--- src/core/frontend_consts.svh ---
/*
 * Register offsets, field positions, write masks and reset values of the
 * front end control register bank.
 * Assumes it is included by bare name after the package is compiled.
 */
`ifndef FRONTEND_CONSTS_SVH
`define FRONTEND_CONSTS_SVH

`define OFS_GENERAL      6'h00
`define OFS_RX_PWRDN     6'h01
`define OFS_RX_A_SETUP   6'h02
`define OFS_RX_B_SETUP   6'h03
`define OFS_RX_MISC      6'h04
`define OFS_RX_IF        6'h05
`define OFS_AUX_B1_LOW   6'h20
`define OFS_AUX_B1_HIGH  6'h21
`define OFS_AUX_CTRL     6'h22
`define OFS_AUX_CLOCK    6'h23
`define OFS_AUX_OUT_A    6'h24
`define OFS_AUX_OUT_2    6'h25
`define OFS_AUX_OUT_3    6'h26
`define OFS_AUX_UPDATE   6'h27
`define OFS_AUX_POWER    6'h28
`define OFS_AUX_INVERT   6'h29
`define OFS_SIGMA_DELTA_WORD_HIGH_LOW  6'h2a
`define OFS_SIGMA_DELTA_WORD_HIGH_HIGH 6'h2b
`define OFS_RX_LOW_POWER 6'h31
`define OFS_CHIP_REV     6'h3f

`define BIT_BIDIR        7
`define BIT_LSB_FIRST    6
`define BIT_SOFT_RESET   5
`define BIT_THREE_STATE  4
`define BIT_RETIME       3
`define BIT_TWOS_COMP    2
`define BIT_INV_IND      1
`define BIT_MUX_OUT      0
`define BIT_BYPASS       7
`define BIT_HS_DUTY      2
`define BIT_SHARED_REF   1
`define BIT_DCS          0
`define BIT_INSTR_READ   7
`define BIT_PDN_DIFF_REF 7
`define BIT_PDN_REF      6
`define BIT_PDN_DIGITAL  5
`define BIT_PDN_CHAN_B   4
`define BIT_PDN_CHAN_A   3
`define BIT_PDN_BUF_B    2
`define BIT_PDN_BUF_A    1
`define BIT_PDN_ALL      0
`define GAIN_MSB         4

`define MASK_GENERAL     8'hc0
`define MASK_RX_SETUP    8'h9f
`define MASK_RX_MISC     8'h07
`define MASK_RX_IF       8'h1f
`define MASK_FULL        8'hff

`define RST_GENERAL      8'h00
`define RST_RX_PWRDN     8'h00
`define RST_RX_SETUP     8'h00
`define RST_RX_MISC      8'h00
`define RST_RX_IF        8'h00
`define RST_OTHER        8'h00

`define GAIN_MAX         5'h14
`define BITS_PER_BYTE    4'h8

`endif

--- src/core/frontend_pkg.sv ---
/*
 * Types of the control register bank; its output formatter keeps its own.
 * Assumes nothing beyond a SystemVerilog compiler.
 */
package frontend_pkg;

	typedef enum logic [1:0] {PH_INSTR, PH_DATA, PH_HOLD} spi_phase_t;

	typedef struct packed {
		logic             sclk_q;
		spi_phase_t       phase;
		logic [2:0]       cnt;
		logic [7:0]       instr;
		logic [7:0]       wdata;
		logic [7:0]       rdata;
		logic             reading;
		logic             sdio_out;
		logic             sdio_oe;
		logic             sdo_out;
		logic             sdo_oe;
		logic             relock;
		logic [63:0][7:0] regs;
	} ctrl_state_t;

endpackage : frontend_pkg

--- src/core/frontend_control_registers.sv ---
/*
 * Control register bank of a dual channel receive front end, reached over
 * a four or three wire serial port, with the receive control outputs.
 * Receive bus formatting sits in a submodule; this file owns the serial
 * port, the register map and the soft reset.
 * Assumes serial clock, select and data inputs are synchronous to clk and
 * the serial clock runs at most at a quarter of clk.
 */
`timescale 1ns/1ps
`default_nettype none

`include "frontend_consts.svh"

module frontend_control_registers #(
	parameter int         W        = 12,
	parameter logic [7:0] REVISION = 8'h01 // Arbitrary revision code
) (
	input  wire logic         clk,
	input  wire logic         sys_rst,
	input  wire logic         sclk,
	input  wire logic         sel_n,
	input  wire logic         sdio_in,
	output logic              sdio_out,
	output logic              sdio_oe,
	output logic              serial_data_out_pin,
	output logic              serial_data_out_oe,
	output logic              dll_relock,
	output logic              pdn_diff_reference,
	output logic              pdn_reference,
	output logic              pdn_rx_digital,
	output logic              pdn_channel_b,
	output logic              pdn_channel_a,
	output logic              pdn_buffer_b,
	output logic              pdn_buffer_a,
	output logic              pdn_rx_all,
	output logic              bypass_buffer_a,
	output logic              bypass_buffer_b,
	output logic      [4:0]   receive_gain_code_a,
	output logic      [4:0]   receive_gain_code_b,
	output logic              duty_cycle_stabilizer,
	output logic              shared_reference,
	output logic              high_speed_duty_opt,
	output logic              second_output_clock_sel,
	input  wire logic [W-1:0] adc_a,
	input  wire logic [W-1:0] adc_b,
	output logic      [W-1:0] rx_bus_a,
	output logic      [W-1:0] rx_bus_b,
	output logic              rx_bus_oe,
	output logic              receive_channel_indicator,
	output logic              indicator_oe
);

	frontend_pkg::ctrl_state_t st_r;
	frontend_pkg::ctrl_state_t st_nxt;

	logic       rise;
	logic       fall;
	logic       bidir;
	logic       lsb_first;
	logic [2:0] pos;
	logic [5:0] addr;
	logic [7:0] wbyte;
	logic [7:0] clamped;
	logic [7:0]      pdn_bits;
	logic [1:0]      chan_bypass;
	logic [1:0][4:0] chan_gain;

	function automatic logic [7:0] write_mask(input logic [5:0] a);
		// Read-only and unmapped offsets take no write bits at all
		case (a)
			`OFS_GENERAL:      write_mask = `MASK_GENERAL;
			`OFS_RX_PWRDN:     write_mask = `MASK_FULL;
			`OFS_RX_A_SETUP:   write_mask = `MASK_RX_SETUP;
			`OFS_RX_B_SETUP:   write_mask = `MASK_RX_SETUP;
			`OFS_RX_MISC:      write_mask = `MASK_RX_MISC;
			`OFS_RX_IF:        write_mask = `MASK_RX_IF;
			`OFS_AUX_CTRL:     write_mask = `MASK_FULL;
			`OFS_AUX_CLOCK:    write_mask = `MASK_FULL;
			`OFS_AUX_OUT_A:    write_mask = `MASK_FULL;
			`OFS_AUX_OUT_2:    write_mask = `MASK_FULL;
			`OFS_AUX_OUT_3:    write_mask = `MASK_FULL;
			`OFS_AUX_UPDATE:   write_mask = `MASK_FULL;
			`OFS_AUX_POWER:    write_mask = `MASK_FULL;
			`OFS_AUX_INVERT:   write_mask = `MASK_FULL;
			`OFS_SIGMA_DELTA_WORD_HIGH_LOW:  write_mask = `MASK_FULL;
			`OFS_SIGMA_DELTA_WORD_HIGH_HIGH: write_mask = `MASK_FULL;
			`OFS_RX_LOW_POWER: write_mask = `MASK_FULL;
			default:           write_mask = 8'h00;
		endcase
	endfunction : write_mask

	// Masking here keeps a careless host from setting a bit that has no
	// hardware behind it
	function automatic logic [7:0] filter_write(
		input logic [5:0] a,
		input logic [7:0] d
	);
		logic [7:0] f;
		f = d & write_mask(a);
		// Codes above the top step are held at the top step
		if ((a == `OFS_RX_A_SETUP || a == `OFS_RX_B_SETUP)
			&& f[`GAIN_MSB:0] > `GAIN_MAX)
			f[`GAIN_MSB:0] = `GAIN_MAX;
		filter_write = f;
	endfunction : filter_write

	// Defaults of the whole map; unmapped entries stay zero for ever
	function automatic logic [63:0][7:0] default_regs();
		logic [63:0][7:0] r;
		r = '0;
		for (int i = 0; i < 64; i++)
			r[i] = `RST_OTHER;
		r[`OFS_GENERAL] = `RST_GENERAL;
		r[`OFS_RX_PWRDN] = `RST_RX_PWRDN;
		r[`OFS_RX_A_SETUP] = `RST_RX_SETUP;
		r[`OFS_RX_B_SETUP] = `RST_RX_SETUP;
		r[`OFS_RX_MISC] = `RST_RX_MISC;
		r[`OFS_RX_IF] = `RST_RX_IF;
		default_regs = r;
	endfunction : default_regs

	function automatic logic [7:0] read_value(
		input logic [63:0][7:0] r,
		input logic [5:0]       a
	);
		if (a == `OFS_CHIP_REV)
			read_value = REVISION;
		else
			read_value = r[a];
	endfunction : read_value

	// Serial port options apply from the next frame, as they are taken
	// from the committed register, never from a half received byte
	assign bidir = st_r.regs[`OFS_GENERAL][`BIT_BIDIR];
	assign lsb_first = st_r.regs[`OFS_GENERAL][`BIT_LSB_FIRST];

	always_comb
	begin
		rise = sclk & ~st_r.sclk_q;
		fall = ~sclk & st_r.sclk_q;
		// First bit on the wire lands in bit 7, or in bit 0 when reversed
		pos = lsb_first ? st_r.cnt : 3'h7 - st_r.cnt;
		addr = st_r.instr[5:0];
		wbyte = st_r.wdata;
		wbyte[pos] = sdio_in;
		clamped = filter_write(addr, wbyte);

		// Everything holds unless a high select or a serial clock edge moves it; relock drops after one cycle
		st_nxt = st_r;
		st_nxt.sclk_q = sclk;
		st_nxt.relock = 1'b0;

		// A frame cut short by the select never commits its byte
		if (sel_n)
		begin
			st_nxt.phase = frontend_pkg::PH_INSTR;
			st_nxt.cnt = 3'h0;
			st_nxt.instr = 8'h00;
			st_nxt.wdata = 8'h00;
			st_nxt.reading = 1'b0;
			st_nxt.sdio_oe = 1'b0;
			st_nxt.sdo_oe = 1'b0;
		end
		else
		begin
			case (st_r.phase)
				frontend_pkg::PH_INSTR:
				begin
					if (rise)
					begin
						st_nxt.instr[pos] = sdio_in;
						st_nxt.cnt = st_r.cnt + 3'h1;
						if (st_r.cnt == 3'h7)
						begin
							st_nxt.phase = frontend_pkg::PH_DATA;
							st_nxt.reading =
								st_nxt.instr[`BIT_INSTR_READ];
							st_nxt.rdata = read_value(st_r.regs,
								st_nxt.instr[5:0]);
						end
					end
				end
				frontend_pkg::PH_DATA:
				begin
					// Read data moves on the falling edge so the host
					// can sample it on the next rising edge
					if (fall && st_r.reading)
					begin
						if (bidir)
						begin
							st_nxt.sdio_out = st_r.rdata[pos];
							st_nxt.sdio_oe = 1'b1;
							st_nxt.sdo_oe = 1'b0;
						end
						else
						begin
							st_nxt.sdo_out = st_r.rdata[pos];
							st_nxt.sdo_oe = 1'b1;
							st_nxt.sdio_oe = 1'b0;
						end
					end
					if (rise)
					begin
						st_nxt.wdata = wbyte;
						st_nxt.cnt = st_r.cnt + 3'h1;
						if (st_r.cnt == 3'h7)
						begin
							st_nxt.phase = frontend_pkg::PH_HOLD;
							if (!st_r.reading)
							begin
								// Registers change only once all
								// sixteen bits are in
								if (addr == `OFS_GENERAL
									&& wbyte[`BIT_SOFT_RESET])
								begin
									st_nxt.regs = default_regs();
									st_nxt.relock = 1'b1;
								end
								else
								begin
									// Soft reset bit is masked out
									// and so never stays set
									st_nxt.regs[addr] = clamped;
								end
							end
						end
					end
				end
				frontend_pkg::PH_HOLD:
				begin
					// Extra clocks in a frame are ignored; the line is
					// let go after the last read bit has been sampled
					if (fall)
					begin
						st_nxt.sdio_oe = 1'b0;
						st_nxt.sdo_oe = 1'b0;
					end
				end
				default:
				begin
					st_nxt.phase = frontend_pkg::PH_INSTR;
				end
			endcase
		end
	end

	always_ff @(posedge clk)
	begin
		if (sys_rst)
		begin
			// Power-up reset loads the same defaults as a soft reset
			st_r <= '0;
			st_r.regs <= default_regs();
		end
		else
		begin
			st_r <= st_nxt;
		end
	end

	// Data pins and their enables come straight from flops, free of glitches
	assign sdio_out = st_r.sdio_out;
	assign sdio_oe = st_r.sdio_oe;
	assign serial_data_out_pin = st_r.sdo_out;
	assign serial_data_out_oe = st_r.sdo_oe;
	assign dll_relock = st_r.relock;

	// Each power-down control is active high, one register bit apiece
	assign pdn_bits = st_r.regs[`OFS_RX_PWRDN];
	assign pdn_diff_reference = pdn_bits[`BIT_PDN_DIFF_REF];
	assign pdn_reference = pdn_bits[`BIT_PDN_REF];
	assign pdn_rx_digital = pdn_bits[`BIT_PDN_DIGITAL];
	assign pdn_channel_b = pdn_bits[`BIT_PDN_CHAN_B];
	assign pdn_channel_a = pdn_bits[`BIT_PDN_CHAN_A];
	assign pdn_buffer_b = pdn_bits[`BIT_PDN_BUF_B];
	assign pdn_buffer_a = pdn_bits[`BIT_PDN_BUF_A];
	assign pdn_rx_all = pdn_bits[`BIT_PDN_ALL];

	// Buffer power stays under software; bypass alone does not force it.
	// Channel B's setup register sits right after channel A's.
	for (genvar ch = 0; ch < 2; ch++)
	begin : g_chan
		assign chan_bypass[ch] =
			st_r.regs[`OFS_RX_A_SETUP + ch][`BIT_BYPASS];
		assign chan_gain[ch] =
			st_r.regs[`OFS_RX_A_SETUP + ch][`GAIN_MSB:0];
	end

	assign bypass_buffer_a = chan_bypass[0];
	assign bypass_buffer_b = chan_bypass[1];
	assign receive_gain_code_a = chan_gain[0];
	assign receive_gain_code_b = chan_gain[1];

	assign duty_cycle_stabilizer =
		st_r.regs[`OFS_RX_MISC][`BIT_DCS];
	assign shared_reference =
		st_r.regs[`OFS_RX_MISC][`BIT_SHARED_REF];
	assign high_speed_duty_opt =
		st_r.regs[`OFS_RX_MISC][`BIT_HS_DUTY];
	assign second_output_clock_sel =
		st_r.regs[`OFS_RX_IF][`BIT_RETIME];

	// The formatter registers samples, so the buses lag the inputs one clk
	rx_output_formatter #(
		.W (W)
	) u_fmt (
		.clk          (clk),
		.sys_rst      (sys_rst),
		.adc_a        (adc_a),
		.adc_b        (adc_b),
		.three_state  (st_r.regs[`OFS_RX_IF][`BIT_THREE_STATE]),
		.twos_comp    (st_r.regs[`OFS_RX_IF][`BIT_TWOS_COMP]),
		.ind_invert   (st_r.regs[`OFS_RX_IF][`BIT_INV_IND]),
		.mux_mode     (st_r.regs[`OFS_RX_IF][`BIT_MUX_OUT]),
		.bus_a        (rx_bus_a),
		.bus_b        (rx_bus_b),
		.bus_oe       (rx_bus_oe),
		.indicator    (receive_channel_indicator),
		.indicator_oe (indicator_oe)
	);

endmodule : frontend_control_registers

`default_nettype wire

--- src/core/rx_output_formatter.sv ---
/*
 * Receive output formatter: number format, multiplexed or dual port output,
 * channel indicator and high impedance control of the receive data buses.
 * Assumes converter samples arrive synchronous to clk, one pair per cycle.
 */
`timescale 1ns/1ps
`default_nettype none

module rx_output_formatter #(
	parameter int W = 12
) (
	input  wire logic         clk,
	input  wire logic         sys_rst,
	input  wire logic [W-1:0] adc_a,
	input  wire logic [W-1:0] adc_b,
	input  wire logic         three_state,
	input  wire logic         twos_comp,
	input  wire logic         ind_invert,
	input  wire logic         mux_mode,
	output logic      [W-1:0] bus_a,
	output logic      [W-1:0] bus_b,
	output logic              bus_oe,
	output logic              indicator,
	output logic              indicator_oe
);

	typedef struct packed {
		logic         phase_b;
		logic [W-1:0] a;
		logic [W-1:0] b;
		logic         oe;
		logic         ind;
	} fmt_state_t;

	fmt_state_t st_r;
	fmt_state_t st_nxt;
	logic [W-1:0] fa;
	logic [W-1:0] fb;

	always_comb
	begin
		// Flipping the sign bit turns offset binary into two's complement
		fa = twos_comp ? {~adc_a[W-1], adc_a[W-2:0]} : adc_a;
		fb = twos_comp ? {~adc_b[W-1], adc_b[W-2:0]} : adc_b;
		st_nxt = st_r;
		st_nxt.oe = ~three_state;
		if (mux_mode)
		begin
			st_nxt.phase_b = ~st_r.phase_b;
			st_nxt.a = st_r.phase_b ? fb : fa;
			st_nxt.b = '0;
			st_nxt.ind = ~st_r.phase_b ^ ind_invert;
		end
		else
		begin
			st_nxt.phase_b = 1'b0;
			st_nxt.a = fa;
			st_nxt.b = fb;
			st_nxt.ind = 1'b0;
		end
	end

	always_ff @(posedge clk)
	begin
		if (sys_rst)
			st_r <= '0;
		else
			st_r <= st_nxt;
	end

	assign bus_a = st_r.a;
	assign bus_b = st_r.b;
	assign bus_oe = st_r.oe;
	assign indicator = st_r.ind;
	assign indicator_oe = st_r.oe;

endmodule : rx_output_formatter

`default_nettype wire

--- config.mk ---
export PLATFORM = sky130hd
export DESIGN_NAME = frontend_control_registers
export DESIGN_NICKNAME = d
export VERILOG_FILES = /design/src/core/frontend_pkg.sv /design/src/core/frontend_control_registers.sv /design/src/core/rx_output_formatter.sv
export VERILOG_INCLUDE_DIRS = /design/src /design/src/core
export SDC_FILE = /design/constraint.sdc
export NUM_CORES = 1
export LEC_CHECK = 0
export ABC_CLOCK_PERIOD_IN_PS = 8400
export BUFFER_PORTS_ARGS = -buffer_cell sky130_fd_sc_hd__buf_2
export CAP_MARGIN = 20
export CORE_UTILIZATION = 35
export CTS_BUF_LIST = sky130_fd_sc_hd__clkbuf_2 sky130_fd_sc_hd__clkbuf_4 sky130_fd_sc_hd__clkbuf_8
export CTS_CLUSTER_DIAMETER = 100
export DETAILED_ROUTE_END_ITERATION = 7
export GPL_TIMING_DRIVEN = 0
export SLEW_MARGIN = 0
export SYNTH_ARGS = -nofsm -noshare
export SYNTH_HDL_FRONTEND = slang
export SYNTH_SLANG_ARGS = --single-unit
--- constraint.sdc ---
create_clock -name clk -period 8.4 [get_ports clk]
set_input_delay 1.26 -clock clk [delete_from_list [all_inputs] [get_ports clk]]
set_output_delay 1.26 -clock clk [all_outputs]
set_load 0.01 [all_outputs]
[After elaboration in Yosys (flattened, before gate mapping)]
Memory sizes are Yosys's and may differ from the RTL's. A register that Yosys moved wholly into a read port is not among the register bits.
Cells that the tools add are included.
Storage, ports and cells
  flip-flop bits (word level): 575
  ROM bits: 512
  input bits: 29
  output and inout bits: 56
  logic and storage cells: 179
  memories kept: 1
Memories
  (no name shown): words 64, width 8, read ports 1, clocked after Yosys merged registers in 1, wr ports 0, RTL line frontend_control_registers.sv:70  | case (a)
Cells by class
  $add $sub $neg: 2
  $lt $le $gt $ge: 6
  equality and inequality tests: 12
  multiplexer cells: 35
  bitwise gates (word level): 18
  reduce and logical (&&, ||, !) cells: 24
Operators with widths (number)
  bitwise mux 512 bit: 1
  2-to-1 mux 512 bit: 1
  binary-select mux 8 bit (select 6 bit): 1
  demux 8 bit (select 6 bit): 1
  2-to-1 mux 12 bit: 3
  2-to-1 mux 24 bit: 1
  2-to-1 mux 8 bit: 3
  bitwise mux 8 bit: 2
  less-than comparator 6 x 7 -> 1 bit, second input constant: 2
  inverter 1 bit: 14
  2-to-1 mux 13 bit: 1
  equality test 6 x 2 -> 1 bit, second input constant: 2
  2-to-1 mux 6 bit: 2
  != test 2 bit, second input constant: 6
  AND reduction 4 bit: 3
  2-to-1 mux 5 bit: 2
  AND reduction 5 bit: 2
  AND reduction 3 bit: 3
  bitwise AND 8 bit: 1
  2-to-1 mux 1 bit: 7
  equality test 6 bit, second input constant: 1
  greater-or-equal comparator 6 x 1 -> 1 bit, second input constant: 1
  zero test 6 bit: 1
  2-to-1 mux 3 bit: 2
  other kinds (23): 34

[Longest topological paths before layout]
  word-level depth: 13
  depth in mapped cells: 16
  gate-level depth less buffers: 10

[Modules after synthesis]
Synthesis repeated with hierarchy kept, for this count alone.
Unflattened totals
  cell total of the unflattened synthesis: 3674
  area, all modules: 27312.4 µm²
By module, submodules not included
  frontend_control_registers: times used 1, cells an instance 3559, area each 26262.7 µm², sequential area each 11050.6 µm²
  rx_output_formatter: times used 1, cells an instance 115, area each 1049.8 µm², sequential area each 540.5 µm²

[Worst setup path before layout]
No wires, ideal clock.
  path kind: input port to flip-flop
  from: in sdio_in
  to: reg st_r[522] (netlist name)
  library setup time: 0.130 ns
  data arrival time: 3.518 ns
  required time: 8.270 ns
  path slack: 4.752 ns
  stages: 12
  buffers on the path: 3
  cell sequence: buf_2 > and4_4 > a2111o_1 > and2_1 > buf_6 > buf_6 > a2111oi_4 > a311o_1 > nand3b_1 > nand4_1 > a2111oi_1 > nor3_1
On the way
  word-level cells in the longest chain between the ends: 4
  elaborated cells between the ends (all ways): 5
  classes of those cells: eq/ne (1); mux (4)
RTL lines
  from (decl): RTL line frontend_control_registers.sv:22  | input wire logic sdio_in,
  bitwise mux 8 bit *: RTL line frontend_control_registers.sv:171  | st_nxt.instr[pos] = sdio_in;
  binary-select mux 8 bit (select 6 bit): RTL line frontend_control_registers.sv:129  | read_value = r[a];
  2-to-1 mux 8 bit (implied by the code): RTL line frontend_control_registers.sv:129
  2-to-1 mux 8 bit *: RTL line frontend_control_registers.sv:126  | if (a == `OFS_CHIP_REV)
  to (signal assigned): RTL line frontend_control_registers.sv:257  | st_r <= st_nxt;
  to (decl): RTL line frontend_control_registers.sv:53  | frontend_pkg::ctrl_state_t st_r;
Mark *: on every way between the ends. The rest lies on a longest branch, timed or not. The select of a mux whose other input is x is not followed.
A chain may end at the register's enable or synchronous reset.

[Final worst setup path]
Same ends and word-level chain as after synthesis.

==> flow_summary.json <==
{
  "status": "completed",
  "clk_pin_slew_worst_paths_ps": 70,
  "start_util": 0.356,
  "cts_resized": 0,
  "peakVddDrop_uv": 101,
  "wl_met2_microns": 57700,
  "place.gp.congestion": 1.09,
  "place_hpwl_microns": 104000,
  "ys_seq_area_frac": 0.418,
  "instances_no_fill": 5246,
  "period_share": 0.648,
  "whs_path_depth": 2,
  "drc": 0,
  "root_buffer": "clkbuf_8",
  "syn-cell-area_sq_um": 27800,
  "max-cap-violations": 0,
  "antenna_found_initial": 17,
  "syn_area_per_cell_sq_um": 7.10,
  "io_buffers": 83,
  "arrival_ps": 6040,
  "layout_common_cells": "785 x nand2_1, 768 x nor2_1, 579 x dfxtp_1, 376 x nand3_1, 327 x a31oi_1",
  "wl_met3_microns": 20400,
  "ant_nets": 0,
  "topRoutingLayerUsed": "met5",
  "fmax_mhz": 184,
  "synth.net_count": 3944,
  "yosysWarnings": 0,
  "cts_buffers": 99,
  "required_ps": 9000,
  "hold_path.class": "reg2reg",
  "async_flop_share": 0,
  "cts_tree": "done",
  "rrSetupSlack_ps": 3050,
  "leakagePower_nw": 10.9,
  "hold_buffers": 0,
  "syn_inst": 3913,
  "row_count": 102,
  "grt_pass1_wl_microns": 204000,
  "ff2ff_path_depth": 13,
  "rsz0062_at_grt": "no",
  "holdPathEnd": "st_r[472]",
  "syn_to_final_growth_pct": 15.2,
  "io_pins": 85,
  "maxSlewViolCount": 0,
  "crit_type": "in2reg",
  "worstHoldStart": "st_r[472]",
  "synth_ff_type": "dfxtp_1",
  "ys_types": 83,
  "final_nets": 4148,
  "cts_max_level": 3,
  "cts.path.max_buffers": 3,
  "grt_pass1_vias": 28400,
  "gr-total-overflow": 0,
  "slew_headroom": 0.125,
  "routedWlPerCell_microns": 27.8,
  "regToRegStartpoint": "st_r[542]",
  "die_x_microns": 284,
  "cp_max_fo": 10,
  "worstSetupEndpointType": "flop",
  "ys_ff_latch": 579,
  "synth_edf_count": 0,
  "routed_wl_microns": 146000,
  "die_area_sq_um": 80500,
  "core_area_sq_um": 78000,
  "viasPerCell": 6.09,
  "skew_ps": 38.5,
  "regToRegEndpoint": "st_r[522]",
  "via_count": 31900,
  "clk_latency_ps": 750,
  "cts.sinks": 579,
  "min_period_ps": 5440,
  "grt_max_degree": 13,
  "finalHoldViolCount": 0,
  "drt_iter0_drc": 5267,
  "finalSetupTns_ps": 0,
  "tightest_slew_ps": 1310,
  "layout_commonest_cell": "nand2_1",
  "start_kind": "input pin",
  "post_cts_buffers": 0,
  "drive_gt1_frac": 0.114,
  "setup_viol": 0,
  "wl_met1_microns": 56400,
  "dieHeight_microns": 284,
  "first_pass_iters": 6,
  "place_inst": 5053,
  "grt_use_total": 0.348,
  "powerDensity_nw_per_um2": 179
}
## stage by stage
| step | power, mW | setup slack, ps | cell area (sq um) | util | hold WS [ps] |
|---|---|---|---|---|---|
| 3_5_place_dp | 2.96 | 2640 | 29700 | 0.381 | 458 |
| 3_3_place_gp | 2.96 | 2620 | 29500 | 0.378 | 444 |
| 5_1_grt | 5.83 | 3230 | 31900 | 0.410 | 482 |
| 4_1_cts | 5.70 | 3390 | 31900 | 0.409 | 466 |
| 6_report | 5.72 | 2960 | 32000 | 0.410 | 466 |
| 2_1_floorplan | 2.90 | 4750 | 27800 | - | 414 |
## cell usage after synthesis (all sizes together), types with 4 or more instances
cell / number / area, sq um
nand3b: 6 / 45.0
o211ai: 5 / 51.3
and3: 14 / 87.6
xnor2: 4 / 35.0
nor2b: 9 / 56.3
a311o: 6 / 60.1
and2: 19 / 119
o221ai: 6 / 65.1
o2111ai: 4 / 35.0
a32oi: 10 / 87.6
a22oi: 5 / 37.5
mux2i: 42 / 420
nor2: 774 / 2920
inv: 14 / 52.6
nand4: 19 / 119
nor4: 12 / 126
a21oi: 293 / 1470
o221a: 8 / 90.1
nor3: 19 / 115
a21boi: 14 / 105
a2111oi: 7 / 108
nand2b: 7 / 43.8
o21ai: 42 / 210
nand2: 786 / 2960
nand3: 376 / 1880
a211oi: 16 / 130
a311oi: 28 / 251
buf: 172 / 1020
dfxtp: 579 / 11600
a31oi: 327 / 2050
clkbuf: 227 / 852
o22ai: 12 / 75.1
## state kept, by name, summed over array words and instances (netlist names), 5 cells and up, named ones only
register	flops
u_fmt.bus_a	12
receive_gain_code_a	5
pdn_bits	8
addr	6
u_fmt.bus_b	12
receive_gain_code_b	5
st_r	510
## critical path, stage by stage
cell and delay [ps]:
buf_2 170, and4bb_1 380, nor2_1 100, o221ai_2 790, buf_4 460, buf_2 420
buf_1 910, nand3_1 240, nand3_1 180, nand2_1 200, nor4_1 760, nor3_1 130
## routing by layer
metal / track usage / up-vias
met5: 0 / -
met3: 0.114 / 590
met4: 0.229 / 14
met2: 0.488 / 2364
li1: - / 13800
met1: 0.453 / 15100
## worst max path at each step
stage,end,depth (start not counted),from
floorplan,st_r[522],12,sdio_in
global route,st_r[522],12,sdio_in
CTS,st_r[522],12,sdio_in
global placement,st_r[522],12,sdio_in
finish,st_r[522],12,sdio_in
detailed placement,st_r[522],12,sdio_in
## area by class of cell
type                    instances  area, sq um
diodes                         15         37.5
plain buffers                 399         1870
clock buffers                 163         2020
clock inverters                12          113
fillers                      8348        46000
inverters                      14         52.6
multi-input cells            2921        14300
flip-flops and latches        579        11600
well taps                    1040         1300
repair buffers                103          709
## report_power, final
part	internal [mW]	total, mW	switching, mW
combinational	0.0372	0.152	0.115
sequential	2.75	2.76	0.00231
clock	1.57	2.81	1.24
## kinds of logic after synthesis
| logic type | after synthesis | share of synthesized area |
|---|---|---|
| compound gates | 803 | 0.180 |
| xor+xnor | 6 | 0.00189 |
| fa+ha+maj | 2 | 0.000901 |
| buf+inv | 413 | 0.0694 |
| flops | 579 | 0.418 |
| mux | 43 | 0.0155 |
| simple gates | 2067 | 0.314 |
(Power assumes the default switching activity.)
